<file path="config.mk">
export PLATFORM = sky130hd
export DESIGN_NAME = lcs_stall_ctrl
export DESIGN_NICKNAME = d
export VERILOG_FILES = /design/src/include/lcs_pkg.sv /design/src/logic/lcs_stall_ctrl.sv
export VERILOG_INCLUDE_DIRS = /design/src /design/src/include
export SDC_FILE = /design/constraint.sdc
export NUM_CORES = 1
export LEC_CHECK = 0
export ABC_CLOCK_PERIOD_IN_PS = 7850
export BUFFER_PORTS_ARGS = -buffer_cell sky130_fd_sc_hd__buf_2
export CORE_ASPECT_RATIO = 0.8
export CORE_MARGIN = 10
export CORE_UTILIZATION = 30
export CTS_CLUSTER_SIZE = 25
export DETAILED_ROUTE_END_ITERATION = 12
export PLACE_DENSITY = 0.48
export SETUP_SLACK_MARGIN = 0.4
export SLEW_MARGIN = 25
export SYNTH_ARGS = -nofsm -noshare
export SYNTH_HDL_FRONTEND = slang
export SYNTH_SLANG_ARGS = --single-unit
</file>
<file path="constraint.sdc">
create_clock -name i_clk_sys -period 7.85 [get_ports i_clk_sys]
set_input_delay 0.785 -clock i_clk_sys [delete_from_list [all_inputs] [get_ports i_clk_sys]]
set_output_delay 0.785 -clock i_clk_sys [all_outputs]
set_load 0.01 [all_outputs]
</file>
<file path="src/include/lcs_defines.svh">
`ifndef LCS_DEFINES_SVH
`define LCS_DEFINES_SVH

// bubble lengths in core clock cycles
`define LCS_SNOOP_CYC     2'h2
`define LCS_RELOAD_CYC    2'h3
`define LCS_REPLAY_CYC    2'h3
`define LCS_SPECIAL_CYC   2'h2

// trace buffer room needed to let completion proceed
`define LCS_TCB_NEED      2'h2
`define LCS_TAB_NEED      2'h1

// register map, byte addresses
`define LCS_ADDR_W        4
`define LCS_OFF_CTRL      4'h0
`define LCS_OFF_STATUS    4'h4
`define LCS_OFF_RETIRED   4'h8

// field positions and reset value
`define LCS_CTRL_TRACE_EN 0
`define LCS_CTRL_RST      32'h0000_0000

`endif

</file>
<file path="src/include/lcs_pkg.sv">
package lcs_pkg;

    // class of the instruction waiting in the reservation station
    typedef enum logic [1:0]
    {
        LCS_OP_PLAIN   = 2'b00,
        LCS_OP_SPECIAL = 2'b01,
        LCS_OP_CACHEOP = 2'b10
    } lcs_op_class_e;

    // tracking of a synchronizing instruction in flight
    typedef enum logic [0:0]
    {
        LCS_SP_IDLE = 1'b0,
        LCS_SP_BUSY = 1'b1
    } lcs_sp_state_e;

    typedef struct packed
    {
        logic          valid;
        logic          is_store;
        logic          addr_rdy;
        logic          data_rdy;
        lcs_op_class_e op_class;
    } lcs_rs_s;

    typedef struct packed
    {
        logic valid;
        logic finished;
        logic is_store;
        logic data_from_slot0;
        logic break_before;
        logic break_after;
        logic is_lr_move;
        logic is_mispred_br;
        logic refetch_ser;
        logic is_isync;
    } lcs_cq_s;

    // snapshot of the load/store start blockers, readable by software
    typedef struct packed
    {
        logic special;
        logic cacheop;
        logic misalign;
        logic replay;
        logic reload;
        logic fwd_beat;
        logic snoop;
        logic operand;
    } lcs_blk_s;

endpackage

</file>
<file path="src/logic/lcs_stall_ctrl.sv">
// The register addresses and the plain strobed port were left to the implementer.
`timescale 1ns/1ps
`include "lcs_defines.svh"

module lcs_stall_ctrl
    import lcs_pkg::*;
#(
    parameter int CNT_W = 2,   // width of bubble counters
    parameter int BUF_W = 4    // width of trace buffer free counts
)
(
    input  wire logic                   i_clk_sys,      // core clock
    input  wire logic                   i_rst_n,        // sync reset
    // reservation station and memory subsystem
    input  wire lcs_rs_s                i_rs,           // waiting op
    input  wire logic                   i_snoop,        // snoop active
    input  wire logic                   i_fwd_beat,     // first beat fwd
    input  wire logic                   i_reload_start, // line write pulse
    input  wire logic                   i_replay,       // replay active
    input  wire logic                   i_misal_second, // second half pulse
    input  wire logic                   i_special_done, // sync op retired
    output logic                        o_ldst_start,   // start granted
    // completion queue
    input  wire lcs_cq_s                i_slot0,        // oldest slot
    input  wire lcs_cq_s                i_slot1,        // second slot
    input  wire logic                   i_refetch_pend, // core flush pending
    input  wire logic [BUF_W-1:0]       i_tcb_free,     // control buf room
    input  wire logic [BUF_W-1:0]       i_tab_free,     // address buf room
    output logic                        o_retire0,      // oldest retires
    output logic                        o_retire1,      // second retires
    // register port
    input  wire logic [`LCS_ADDR_W-1:0] i_addr,         // byte address
    input  wire logic [31:0]            i_wr_data,      // write data
    input  wire logic                   i_wr,           // write strobe
    input  wire logic                   i_rd,           // read strobe
    output logic [31:0]                 o_rd_data       // read data
);

    // shared countdown: reload on an event, else step toward zero
    function automatic logic [CNT_W-1:0] cnt_next
    (
        input logic             load,
        input logic [CNT_W-1:0] load_val,
        input logic [CNT_W-1:0] cur
    );
        logic [CNT_W-1:0] res;
        res = cur;
        if (load)
        begin
            res = load_val;
        end
        else if (cur != '0)
        begin
            res = cur - 1'b1;
        end
        return res;
    endfunction

    logic [31:0]      ctrl_q;
    logic             trace_en;
    logic [CNT_W-1:0] snoop_cnt_q;
    logic [CNT_W-1:0] reload_cnt_q;
    logic [CNT_W-1:0] replay_cnt_q;
    logic [CNT_W-1:0] special_cnt_q;
    logic             replay_q;
    logic             misal_q;
    logic             cacheop_q;
    lcs_sp_state_e    sp_state_q;
    lcs_sp_state_e    sp_state_d;
    lcs_blk_s         blk;
    lcs_blk_s         blk_q;
    logic             op_ready;
    logic             replay_resume;
    logic             refetch_wait_q;
    logic             refetch_need;
    logic             comp_hold;
    logic             slot1_live;
    logic             slot1_ok;
    logic [31:0]      retired_q;
    logic [31:0]      rd_data_d;

    assign trace_en = ctrl_q[`LCS_CTRL_TRACE_EN];

    // load/store start

    // store data can arrive after the start
    assign op_ready = i_rs.addr_rdy
                    & (i_rs.is_store | i_rs.data_rdy);

    // the resume cycle itself is the first of the three bubble cycles
    assign replay_resume = replay_q & ~i_replay;

    always_comb
    begin
        blk          = '0;
        blk.operand  = ~op_ready;
        blk.snoop    = i_snoop | (snoop_cnt_q != '0);
        blk.fwd_beat = i_fwd_beat;
        blk.reload   = reload_cnt_q != '0;
        blk.replay   = i_replay | replay_resume
                     | (replay_cnt_q != '0);
        blk.misalign = i_misal_second | misal_q;
        blk.cacheop  = cacheop_q;
        blk.special  = (sp_state_q == LCS_SP_BUSY)
                     | (special_cnt_q != '0);
    end

    assign o_ldst_start = i_rs.valid & (blk == '0);

    // the snoop cycle itself counts as the first of its two
    always_ff @(posedge i_clk_sys)
    begin
        if (!i_rst_n)
        begin
            snoop_cnt_q <= '0;
        end
        else
        begin
            snoop_cnt_q <= cnt_next(i_snoop,
                CNT_W'(`LCS_SNOOP_CYC - 2'h1), snoop_cnt_q);
        end
    end

    always_ff @(posedge i_clk_sys)
    begin
        if (!i_rst_n)
        begin
            reload_cnt_q <= '0;
        end
        else
        begin
            reload_cnt_q <= cnt_next(i_reload_start,
                CNT_W'(`LCS_RELOAD_CYC), reload_cnt_q);
        end
    end

    always_ff @(posedge i_clk_sys)
    begin
        if (!i_rst_n)
        begin
            replay_q     <= 1'b0;
            replay_cnt_q <= '0;
        end
        else
        begin
            replay_q     <= i_replay;
            replay_cnt_q <= cnt_next(replay_resume,
                CNT_W'(`LCS_REPLAY_CYC - 2'h1), replay_cnt_q);
        end
    end

    always_ff @(posedge i_clk_sys)
    begin
        if (!i_rst_n)
        begin
            misal_q <= 1'b0;
        end
        else
        begin
            misal_q <= i_misal_second;
        end
    end

    always_ff @(posedge i_clk_sys)
    begin
        if (!i_rst_n)
        begin
            cacheop_q <= 1'b0;
        end
        else
        begin
            cacheop_q <= o_ldst_start
                       & (i_rs.op_class == LCS_OP_CACHEOP);
        end
    end

    // synchronizing op: busy until done, never shorter than the minimum
    always_comb
    begin
        sp_state_d = sp_state_q;
        case (sp_state_q)
            LCS_SP_IDLE:
            begin
                if (o_ldst_start && i_rs.op_class == LCS_OP_SPECIAL)
                begin
                    sp_state_d = LCS_SP_BUSY;
                end
            end
            LCS_SP_BUSY:
            begin
                if (i_special_done)
                begin
                    sp_state_d = LCS_SP_IDLE;
                end
            end
            default:
            begin
                sp_state_d = LCS_SP_IDLE;
            end
        endcase
    end

    always_ff @(posedge i_clk_sys)
    begin
        if (!i_rst_n)
        begin
            sp_state_q    <= LCS_SP_IDLE;
            special_cnt_q <= '0;
        end
        else
        begin
            sp_state_q    <= sp_state_d;
            special_cnt_q <= cnt_next(
                o_ldst_start && i_rs.op_class == LCS_OP_SPECIAL,
                CNT_W'(`LCS_SPECIAL_CYC), special_cnt_q);
        end
    end

    // completion

    assign comp_hold = i_refetch_pend
                     | (trace_en
                        & (i_tcb_free < BUF_W'(`LCS_TCB_NEED)))
                     | (trace_en
                        & (i_tab_free < BUF_W'(`LCS_TAB_NEED)));

    assign refetch_need = i_slot0.valid & i_slot0.finished
                        & i_slot0.refetch_ser & ~i_slot0.is_isync;

    // extra cycle for refetch-serialized ops, isync excluded
    always_ff @(posedge i_clk_sys)
    begin
        if (!i_rst_n)
        begin
            refetch_wait_q <= 1'b0;
        end
        else
        begin
            refetch_wait_q <= refetch_need & ~o_retire0;
        end
    end

    always_comb
    begin
        o_retire0 = i_slot0.valid & i_slot0.finished
                  & ~comp_hold
                  & (~refetch_need | refetch_wait_q);
    end

    assign slot1_live = i_slot1.valid
                      & ~i_slot0.refetch_ser
                      & ~i_slot0.is_mispred_br;

    always_comb
    begin
        slot1_ok = slot1_live & i_slot1.finished;
        if (i_slot0.is_store && i_slot1.is_store)
        begin
            slot1_ok = 1'b0;
        end
        if (i_slot1.is_store && i_slot1.data_from_slot0)
        begin
            slot1_ok = 1'b0;
        end
        if (i_slot1.break_before)
        begin
            slot1_ok = 1'b0;
        end
        if (i_slot0.is_lr_move && i_slot1.is_mispred_br)
        begin
            slot1_ok = 1'b0;
        end
        if (i_slot1.refetch_ser && !i_slot1.is_isync)
        begin
            slot1_ok = 1'b0;
        end
        if (i_slot0.break_after)
        begin
            slot1_ok = 1'b0;
        end
    end

    // two slots only, so never more than two retire
    assign o_retire1 = o_retire0 & slot1_ok;

    // registers

    always_ff @(posedge i_clk_sys)
    begin
        if (!i_rst_n)
        begin
            ctrl_q <= `LCS_CTRL_RST;
        end
        else if (i_wr && i_addr == `LCS_OFF_CTRL)
        begin
            ctrl_q <= {31'h0, i_wr_data[`LCS_CTRL_TRACE_EN]};
        end
    end

    always_ff @(posedge i_clk_sys)
    begin
        if (!i_rst_n)
        begin
            blk_q <= '0;
        end
        else
        begin
            blk_q <= blk;
        end
    end

    // writing the counter clears it; a retire in that cycle still counts
    always_ff @(posedge i_clk_sys)
    begin
        if (!i_rst_n)
        begin
            retired_q <= '0;
        end
        else if (i_wr && i_addr == `LCS_OFF_RETIRED)
        begin
            retired_q <= {30'h0, o_retire0 & o_retire1,
                          o_retire0 ^ o_retire1};
        end
        else
        begin
            retired_q <= retired_q + {31'h0, o_retire0}
                                   + {31'h0, o_retire1};
        end
    end

    always_comb
    begin
        rd_data_d = 32'h0;
        case (i_addr)
            `LCS_OFF_CTRL:    rd_data_d = ctrl_q;
            `LCS_OFF_STATUS:  rd_data_d = {24'h0, blk_q};
            `LCS_OFF_RETIRED: rd_data_d = retired_q;
            default:          rd_data_d = 32'h0;
        endcase
    end

    // data valid only in the cycle after the strobe
    always_ff @(posedge i_clk_sys)
    begin
        if (!i_rst_n)
        begin
            o_rd_data <= 32'h0;
        end
        else if (i_rd)
        begin
            o_rd_data <= rd_data_d;
        end
        else
        begin
            o_rd_data <= 32'h0;
        end
    end

endmodule

</file>
* Word-level counts from Yosys, hierarchy flattened
Cells that the tools add are included.
W data, S select, Z words.
** Operators by class
- $add $sub $neg :: 6
- Order comparisons :: 2
- Eq/ne operators :: 4
- Muxes and demuxes :: 19
- Bitwise logic cells :: 37
- Reductions and logical operators :: 23
** Operator list (count)
- $pmux W32 S3 :: 1
- $add A32 B1 Y32 :: 2
- $and A1 B1 Y1 :: 17
- $reduce_bool A2 Y1 :: 8
- $mux W2 :: 7
- $mux W1 :: 10
- $not A1 Y1 :: 10
- $or A1 B1 Y1 :: 9
- $logic_not A8 Y1 :: 1
- $reduce_or A2 Y1 :: 4
- $sub A2 B1 Y2 const B :: 4
- $logic_and A1 B1 Y1 :: 7
- $eq A4 B3 Y1 const B :: 1
- $eq A4 B4 Y1 const B :: 1
- $logic_not A4 Y1 :: 1
- $lt A4 B1 Y1 const B :: 1
- $lt A4 B2 Y1 const B :: 1
- $eq A2 B1 Y1 const B :: 1
- $eq A2 B2 Y1 const B :: 1
- $pmux W1 S2 :: 1
- $reduce_and A2 Y1 :: 1
- $logic_not A1 Y1 :: 1
- $xor A1 B1 Y1 :: 1
** Storage, ports and cells
- Bits in registers :: 86
- Bits of input ports :: 81
- Output and inout port bits :: 35

* Logic depth before layout (Yosys ltp)
Gate-level depths: netlist of run 1.
- Depth in word-level cells :: 13
- Gate-level depth with buffers :: 10

* Worst setup path after synthesis of run 1
Ideal clock, no wire load.
- Kind :: input-to-reg
- From :: input i_slot0[1] (netlist name)
- To :: register retired_q[30]
- Setup time :: 70 ps
- Arrival time :: 3078 ps
- Path slack :: 4702 ps
- Stages on the path :: 10
- Buffers on the path :: 1
- Path through :: nor3b_1 > nor3_1 > nand3b_1 > fa_1 > inv_1 > ha_1 > clkbuf_1 > nand4_4 > or4_1 > a21oi_1
** On the way
- Word-level cells in the longest chain between the ends :: 12
- Elaborated cells between the ends (all ways) :: 18
** Ends and longest elaborated chain
- from (decl) :: RTL line lcs_stall_ctrl.sv:24 : input wire lcs_cq_s i_slot0,
- parallel branches: the longest is 11 deep, another holds $add A32 B1 Y32
- $add A32 B1 Y32 (*) :: RTL line lcs_stall_ctrl.sv:327 : + {31'h0, o_retire1};
- to (signal assigned) :: RTL line lcs_stall_ctrl.sv:321 : retired_q <= {30'h0, o_retire0 & o_retire1,
- to (signal assigned) :: RTL line lcs_stall_ctrl.sv:326 : retired_q <= retired_q + {31'h0, o_retire0}
- to (decl) :: RTL line lcs_stall_ctrl.sv:79 : logic [31:0] retired_q;
Mark *: on every way between the ends.
A chain may end at the register's enable or synchronous reset.

* Final worst setup path of run 1
- From :: input i_slot0[1] (netlist name)
- To :: register retired_q[29]
The elaborated chain is that of the path after synthesis.

==> flow_summary.ini, run 1 <==
[clock_tree]
cts_made_buffers = 9
cts_tree = yes
cts_buffer_depth = 2
cts_setup_buffers = 0
postCtsHoldBufs = 0
clk_pin_slew_ps = 60
insertion_delay_ps = 330
clock_sinks = 86
cts_root_buf = clkbuf_16
h-tree-depth = 3
cts_resized = 0

[synthesis]
synthesis.area_sq_um = 3390
yosysTopAreaCell = dfxtp_1
synth-seq-area-share = 0.507
synth_edf_count = 0
yosys_most_used_dff = dfxtp_1
yosysWarnings = 0
ys_top_cells_by_area = dfxtp_1, and2_1, nor2_1
synth_nets = 443
async_reset_ff_frac = 0
synth_top_area_share = 0.507
ys_seq_elements = 86
syn_avg_cell_area_sq_um = 9.48
synth_cell_type_count = 43
synthCells = 358

[sta]
setup_violations = 0
fin_skew_ps = 7.90
fin_crit_sh = 0.448
rsz0062_at_grt = false
tightest_slew_ps = 676
postLayoutSetupSlackWorst_ps = 4330
finalHoldViolCount = 0
min_period_ps = 3520
slew_headroom = 0.549
finalSetupTns_ps = 0
holdWs_ps = 449
slew_viol_final = 0
clock.fmax_mhz = 284

[setup_path]
critPathCaptureType = flop
critical_path.top_delay_family = simple AND/OR/NAND/NOR gates
cp_max_fo = 15
reg2reg_depth = 8
crit_chain = buf_2, nor3b_1, nor3_1, nand3b_1, fa_1, nor2b_1, nand4_2, or4_1, a21oi_1
critPathArrivalTime_ps = 3770
worstPathRequired_ps = 8110
worst_path_max_delay_cell = or4_1
worst-path-buf-inv = 1
worst-path-stages = 9
worst-setup-path-type = primary input to flop
r2r-end = retired_q[29]
r2r-start = refetch_wait_q
setup.worst_path.start = i_slot0[1]
reg2reg_slack_ps = 4670
startpoint_type = primary input
cpPeakStageDelay_ps = 590
cp-endpoint = retired_q[29]

[min_path]
hp-class = flop to flop

[power]
vdd_ir_drop_max_mv = 0.0949
power.density_nw_per_um2 = 214
power_leakage_uw = 0.00171

[layout]
instances_no_fill = 581
layout.nets = 517
final_common_cell = dfxtp_1
drive_above_1_share = 0.231
final_cell_mix = dfxtp_1, buf_2, and2_1, nor2_1, a21oi_1
synthToLayoutAreaGrowth_pct = 23.3
n_antenna_cell = 0
fin_util = 0.381

[run]
max_cap_violations = 0

[floorplanning]
rows = 34
fp.dieArea_sq_um = 16000
io_pins = 116
core_area_sq_um = 11000
start_util = 0.309
dieWidth_um = 139
die_h_um = 115

[place]
placed_cells = 565
routabilityCongestion = 0.731
place_ws_ps = 3950
hpwl_um = 6020
port_buffers = 79

[routing]
first_iter_violations = 76
totalWireLength_um = 8060
dr.pass1.iters = 4
ant_nets = 0
routed_via_density = 4.68
wl_per_cell_um = 13.9
via_count = 2719
drc = 0

[run_status]
status = finished clean

[global_routing]
grt_pass1_vias = 2780
antenna_found_initial = 0
grt_pass1_wl_um = 13800
grt.total_usage = 0.105
grt_max_degree = 27
grt_overflow_total = 0
==> cell usage after synthesis (4+ instances only) <==
library cell and n:
a21oi_1 22, a22oi_1 8, and2_1 35, and4_1 6, buf_2 5, clkbuf_1 8
dfxtp_1 86, inv_1 12, mux2i_1 4, nand2_1 15, nand2b_1 6, nand3_1 11
nand4_1 12, nor2_1 34, nor2b_1 4, nor3_1 8, nor4_1 4, o21ai_0 9
o31ai_1 10, or3_1 6, or4_1 10, xnor2_1 5, xor2_1 8
==> area by class of cell <==
cell class	instances	area (sq um)
Sequential cell	86	1720
Inverter	12	45.0
Timing Repair Buffer	80	403
Clock inverter	4	28.8
Fill cell	1146	6790
Clock buffer	12	267
Tap cell	144	180
Multi-Input combinational cell	243	1540
==> report_power, final <==
group          internal, uW  switching [uW]  total (uW)
clock                   241             169         410
combinational          19.3            21.5        40.8
sequential              442            2.64         445
total                   702             194         896
==> per-stage QoR <==
step           total power [uW]  cell area, sq um
2_1_floorplan               478              3390
3_3_place_gp                495              3890
3_5_place_dp                496              3890
4_1_cts                     913              4180
5_1_grt                     938              4180
6_report                    896              4180
==> worst min path at each step <==
| stage | from | to | slack (ps) | cells after the start |
|---|---|---|---|---|
| floorplan | replay_cnt_q[0] | replay_cnt_q[0] | 420 | 1 |
| global placement | replay_cnt_q[0] | replay_cnt_q[0] | 430 | 1 |
| detailed placement | special_cnt_q[0] | special_cnt_q[0] | 440 | 1 |
| CTS | special_cnt_q[0] | special_cnt_q[0] | 450 | 1 |
| global route | special_cnt_q[0] | special_cnt_q[0] | 470 | 1 |
| finish | replay_cnt_q[0] | replay_cnt_q[0] | 450 | 1 |
==> worst reg2reg max path, stage by stage, from the launching register on <==
cell and delay, ps:
dfxtp_1 310, nor3b_1 40, nor3_1 390, nand3b_1 240, fa_1 490, nor2b_1 460
nand4_2 430, or4_1 600, a21oi_1 150
==> kinds of logic after synthesis <==
kind of cell | synth area share
AND/OR/NAND/NOR | 0.288
flip-flops | 0.507
AO/OA/AOI/OAI | 0.0992
buffers and inverters | 0.0398
XOR/XNOR | 0.0336
multiplexers | 0.0151
adder cells (fa/ha/maj) | 0.0170
==> registers in the layout, indices dropped and copies added, names as in the netlist <==
| register | flops |
|---|---|
| blk_q | 8 |
| cacheop_q | 1 |
| ctrl_q | 1 |
| misal_q | 1 |
| o_rd_data | 32 |
| refetch_wait_q | 1 |
| reload_cnt_q | 2 |
| replay_cnt_q | 2 |
| replay_q | 1 |
| retired_q | 32 |
| snoop_cnt_q | 2 |
| sp_state_q | 1 |
| special_cnt_q | 2 |
==> layer usage <==
metal,track usage,vias up,wire length [um]
met3,0.0387,10,391
met1,0.127,1252,3940
met2,0.167,39,3620
li1,-,1418,-
met5,0,-,0
met4,0.0402,0,114
Power figures use the tool's default switching activity.
==> run 2, diff against run 1 <==
- ABC_CLOCK_PERIOD_IN_PS: 7850 -> 2870
- PLACE_DENSITY: 0.48 -> 0.5
- clock period: 7.85 -> 2.87 ns (I/O delays scaled with it)
==> flow_summary.ini, run 2 (synthesis gave the netlist of run 1 again) <==
[run_status]
status = finished clean

[floorplanning]
rows = 34
io_pins = 116
core_area_sq_um = 11000
die_h_um = 115
start_util = 0.309
fp.dieArea_sq_um = 16000
dieWidth_um = 139

[sta]
setup_violations = 0
fin_crit_sh = 0.833
slew_viol_final = 0
min_period_ps = 2390
finalHoldViolCount = 0
tightest_slew_ps = 676
finalSetupTns_ps = 0
slew_headroom = 0.549
fin_skew_ps = 5.70
clock.fmax_mhz = 418
rsz0062_at_grt = true

[min_path]
hp-class = primary input to flop

[power]
power.share.combinational = 0.046
p_sw_uw = 533
power.density_nw_per_um2 = 588
power_leakage_uw = 0.00181
internal_power_uw = 2050
swShare = 0.206
clockPowerShare = 0.483
vdd_ir_drop_max_mv = 0.267
power_uw = 2580
seqPwrFrac = 0.471

[routing]
wl_met2_um = 3960
wl_per_cell_um = 14.4
met3WireLength_um = 335
ant_nets = 0
drc = 0
via_count = 2798
first_iter_violations = 128
drt-met1-wl_um = 4240
totalWireLength_um = 8620
routed_via_density = 4.68
dr.pass1.iters = 4
routed.top_layer = met4

[place]
routabilityCongestion = 0.779
postPlaceCellArea_sq_um = 3950
hpwl_um = 6080
port_buffers = 79

[clock_tree]
insertion_delay_ps = 340
clock_sinks = 86
cts_made_buffers = 9
clk_pin_slew_ps = 60
cts_buffer_depth = 2
cts_tree = yes
h-tree-depth = 3
postCtsHoldBufs = 0
cts_root_buf = clkbuf_16

[setup_path]
critPathArrivalTime_ps = 2670
critPathCaptureType = flop
worst-setup-path-type = flop to flop
worstPathRequired_ps = 3150
startpoint_type = flop
cp_max_fo = 5

[global_routing]
grt_pass1_wl_um = 14200
antenna_found_initial = 0
grt.total_usage = 0.110
grt_max_degree = 27
grt_pass1_vias = 2793
grt_overflow_total = 0

[run]
max_cap_violations = 0

[layout]
reg_top3 = o_rd_data: 32 flops, retired_q: 32 flops, blk_q: 8 flops
synthToLayoutAreaGrowth_pct = 29.5
n_antenna_cell = 0
layout.nets = 534
final_cell_mix = dfxtp_1, buf_2, and2_1, nor2_1, a21oi_1
fin_area_sq_um = 4390
drive_above_1_share = 0.275
final_common_cell = dfxtp_1
==> run 2: cell count changes in the layout (fill, tap and decap cells not counted), moves of 2 or more <==
cell,previous run,this run
clkbuf_8,3,1
clkinvlp_4,2,0
buf_4,1,16
or4_4,0,2
or4_1,10,8
bufinv_16,0,2
clkbuf_1,0,2
==> run 2: critical path, cell delays in order, from the launching register on <==
cell and delay (ps):
dfxtp_2 310, nor3b_1 40, nor3_2 270, nand2_1 150
fa_2 460, inv_2 80, ha_4 170, nand4_4 160
or4_4 560, a21oi_2 120
==> run 2: per-layer routing <==
layer,GRT usage,vias up
li1,-,1445
met1,0.136,1303
met3,0.0391,10
met5,0,-
met2,0.176,40
met4,0.0333,0
==> run 2: what timing repair did <==
action	CTS	global route
endpoints found under the hold margin	0	0
cloned	1	0
buffers inserted	0	9
resized for setup	1	10
pin swaps	0	11
setup endpoints to repair	2	20
==> run 2: worst paths after layout <==
kind,startpoint,end,slack [ps],cells after the start
min,i_snoop,snoop_cnt_q[1],140,2
max,refetch_wait_q,retired_q[26],480,9
max reg2reg,refetch_wait_q,retired_q[26],480,9
min reg2reg,replay_cnt_q[0],replay_cnt_q[0],450,1
==> run 2: cell type report <==
class                      count  area, sq um
tap                          144          180
inverter                      12         45.0
fill                        1142         6580
clock inverter                 4         70.1
clock buffer                  12          246
sequential                    86         1720
multi-input combinational    244         1600
timing repair buffer          96          527
==> run 2: power groups by stage <==
stage | sequential (uW) | combinational, uW | clock [uW]
floorplan | 1240 | 65.6 | 0
global placement | 1240 | 114 | 0
detailed placement | 1240 | 118 | 0
CTS | 1220 | 119 | 1280
global route | 1220 | 134 | 1330
finish | 1220 | 119 | 1250
==> run 2: stage by stage <==
stage / hold WS, ps / cells / utilization / worst slack (ps)
floorplan: 366 / 358 / - / 402
global placement: 431 / 572 / 0.360 / 152
detailed placement: 444 / 572 / 0.360 / 122
CTS: 124 / 589 / 0.390 / 403
global route: 135 / 598 / 0.400 / 338
finish: 138 / 598 / 0.400 / 480
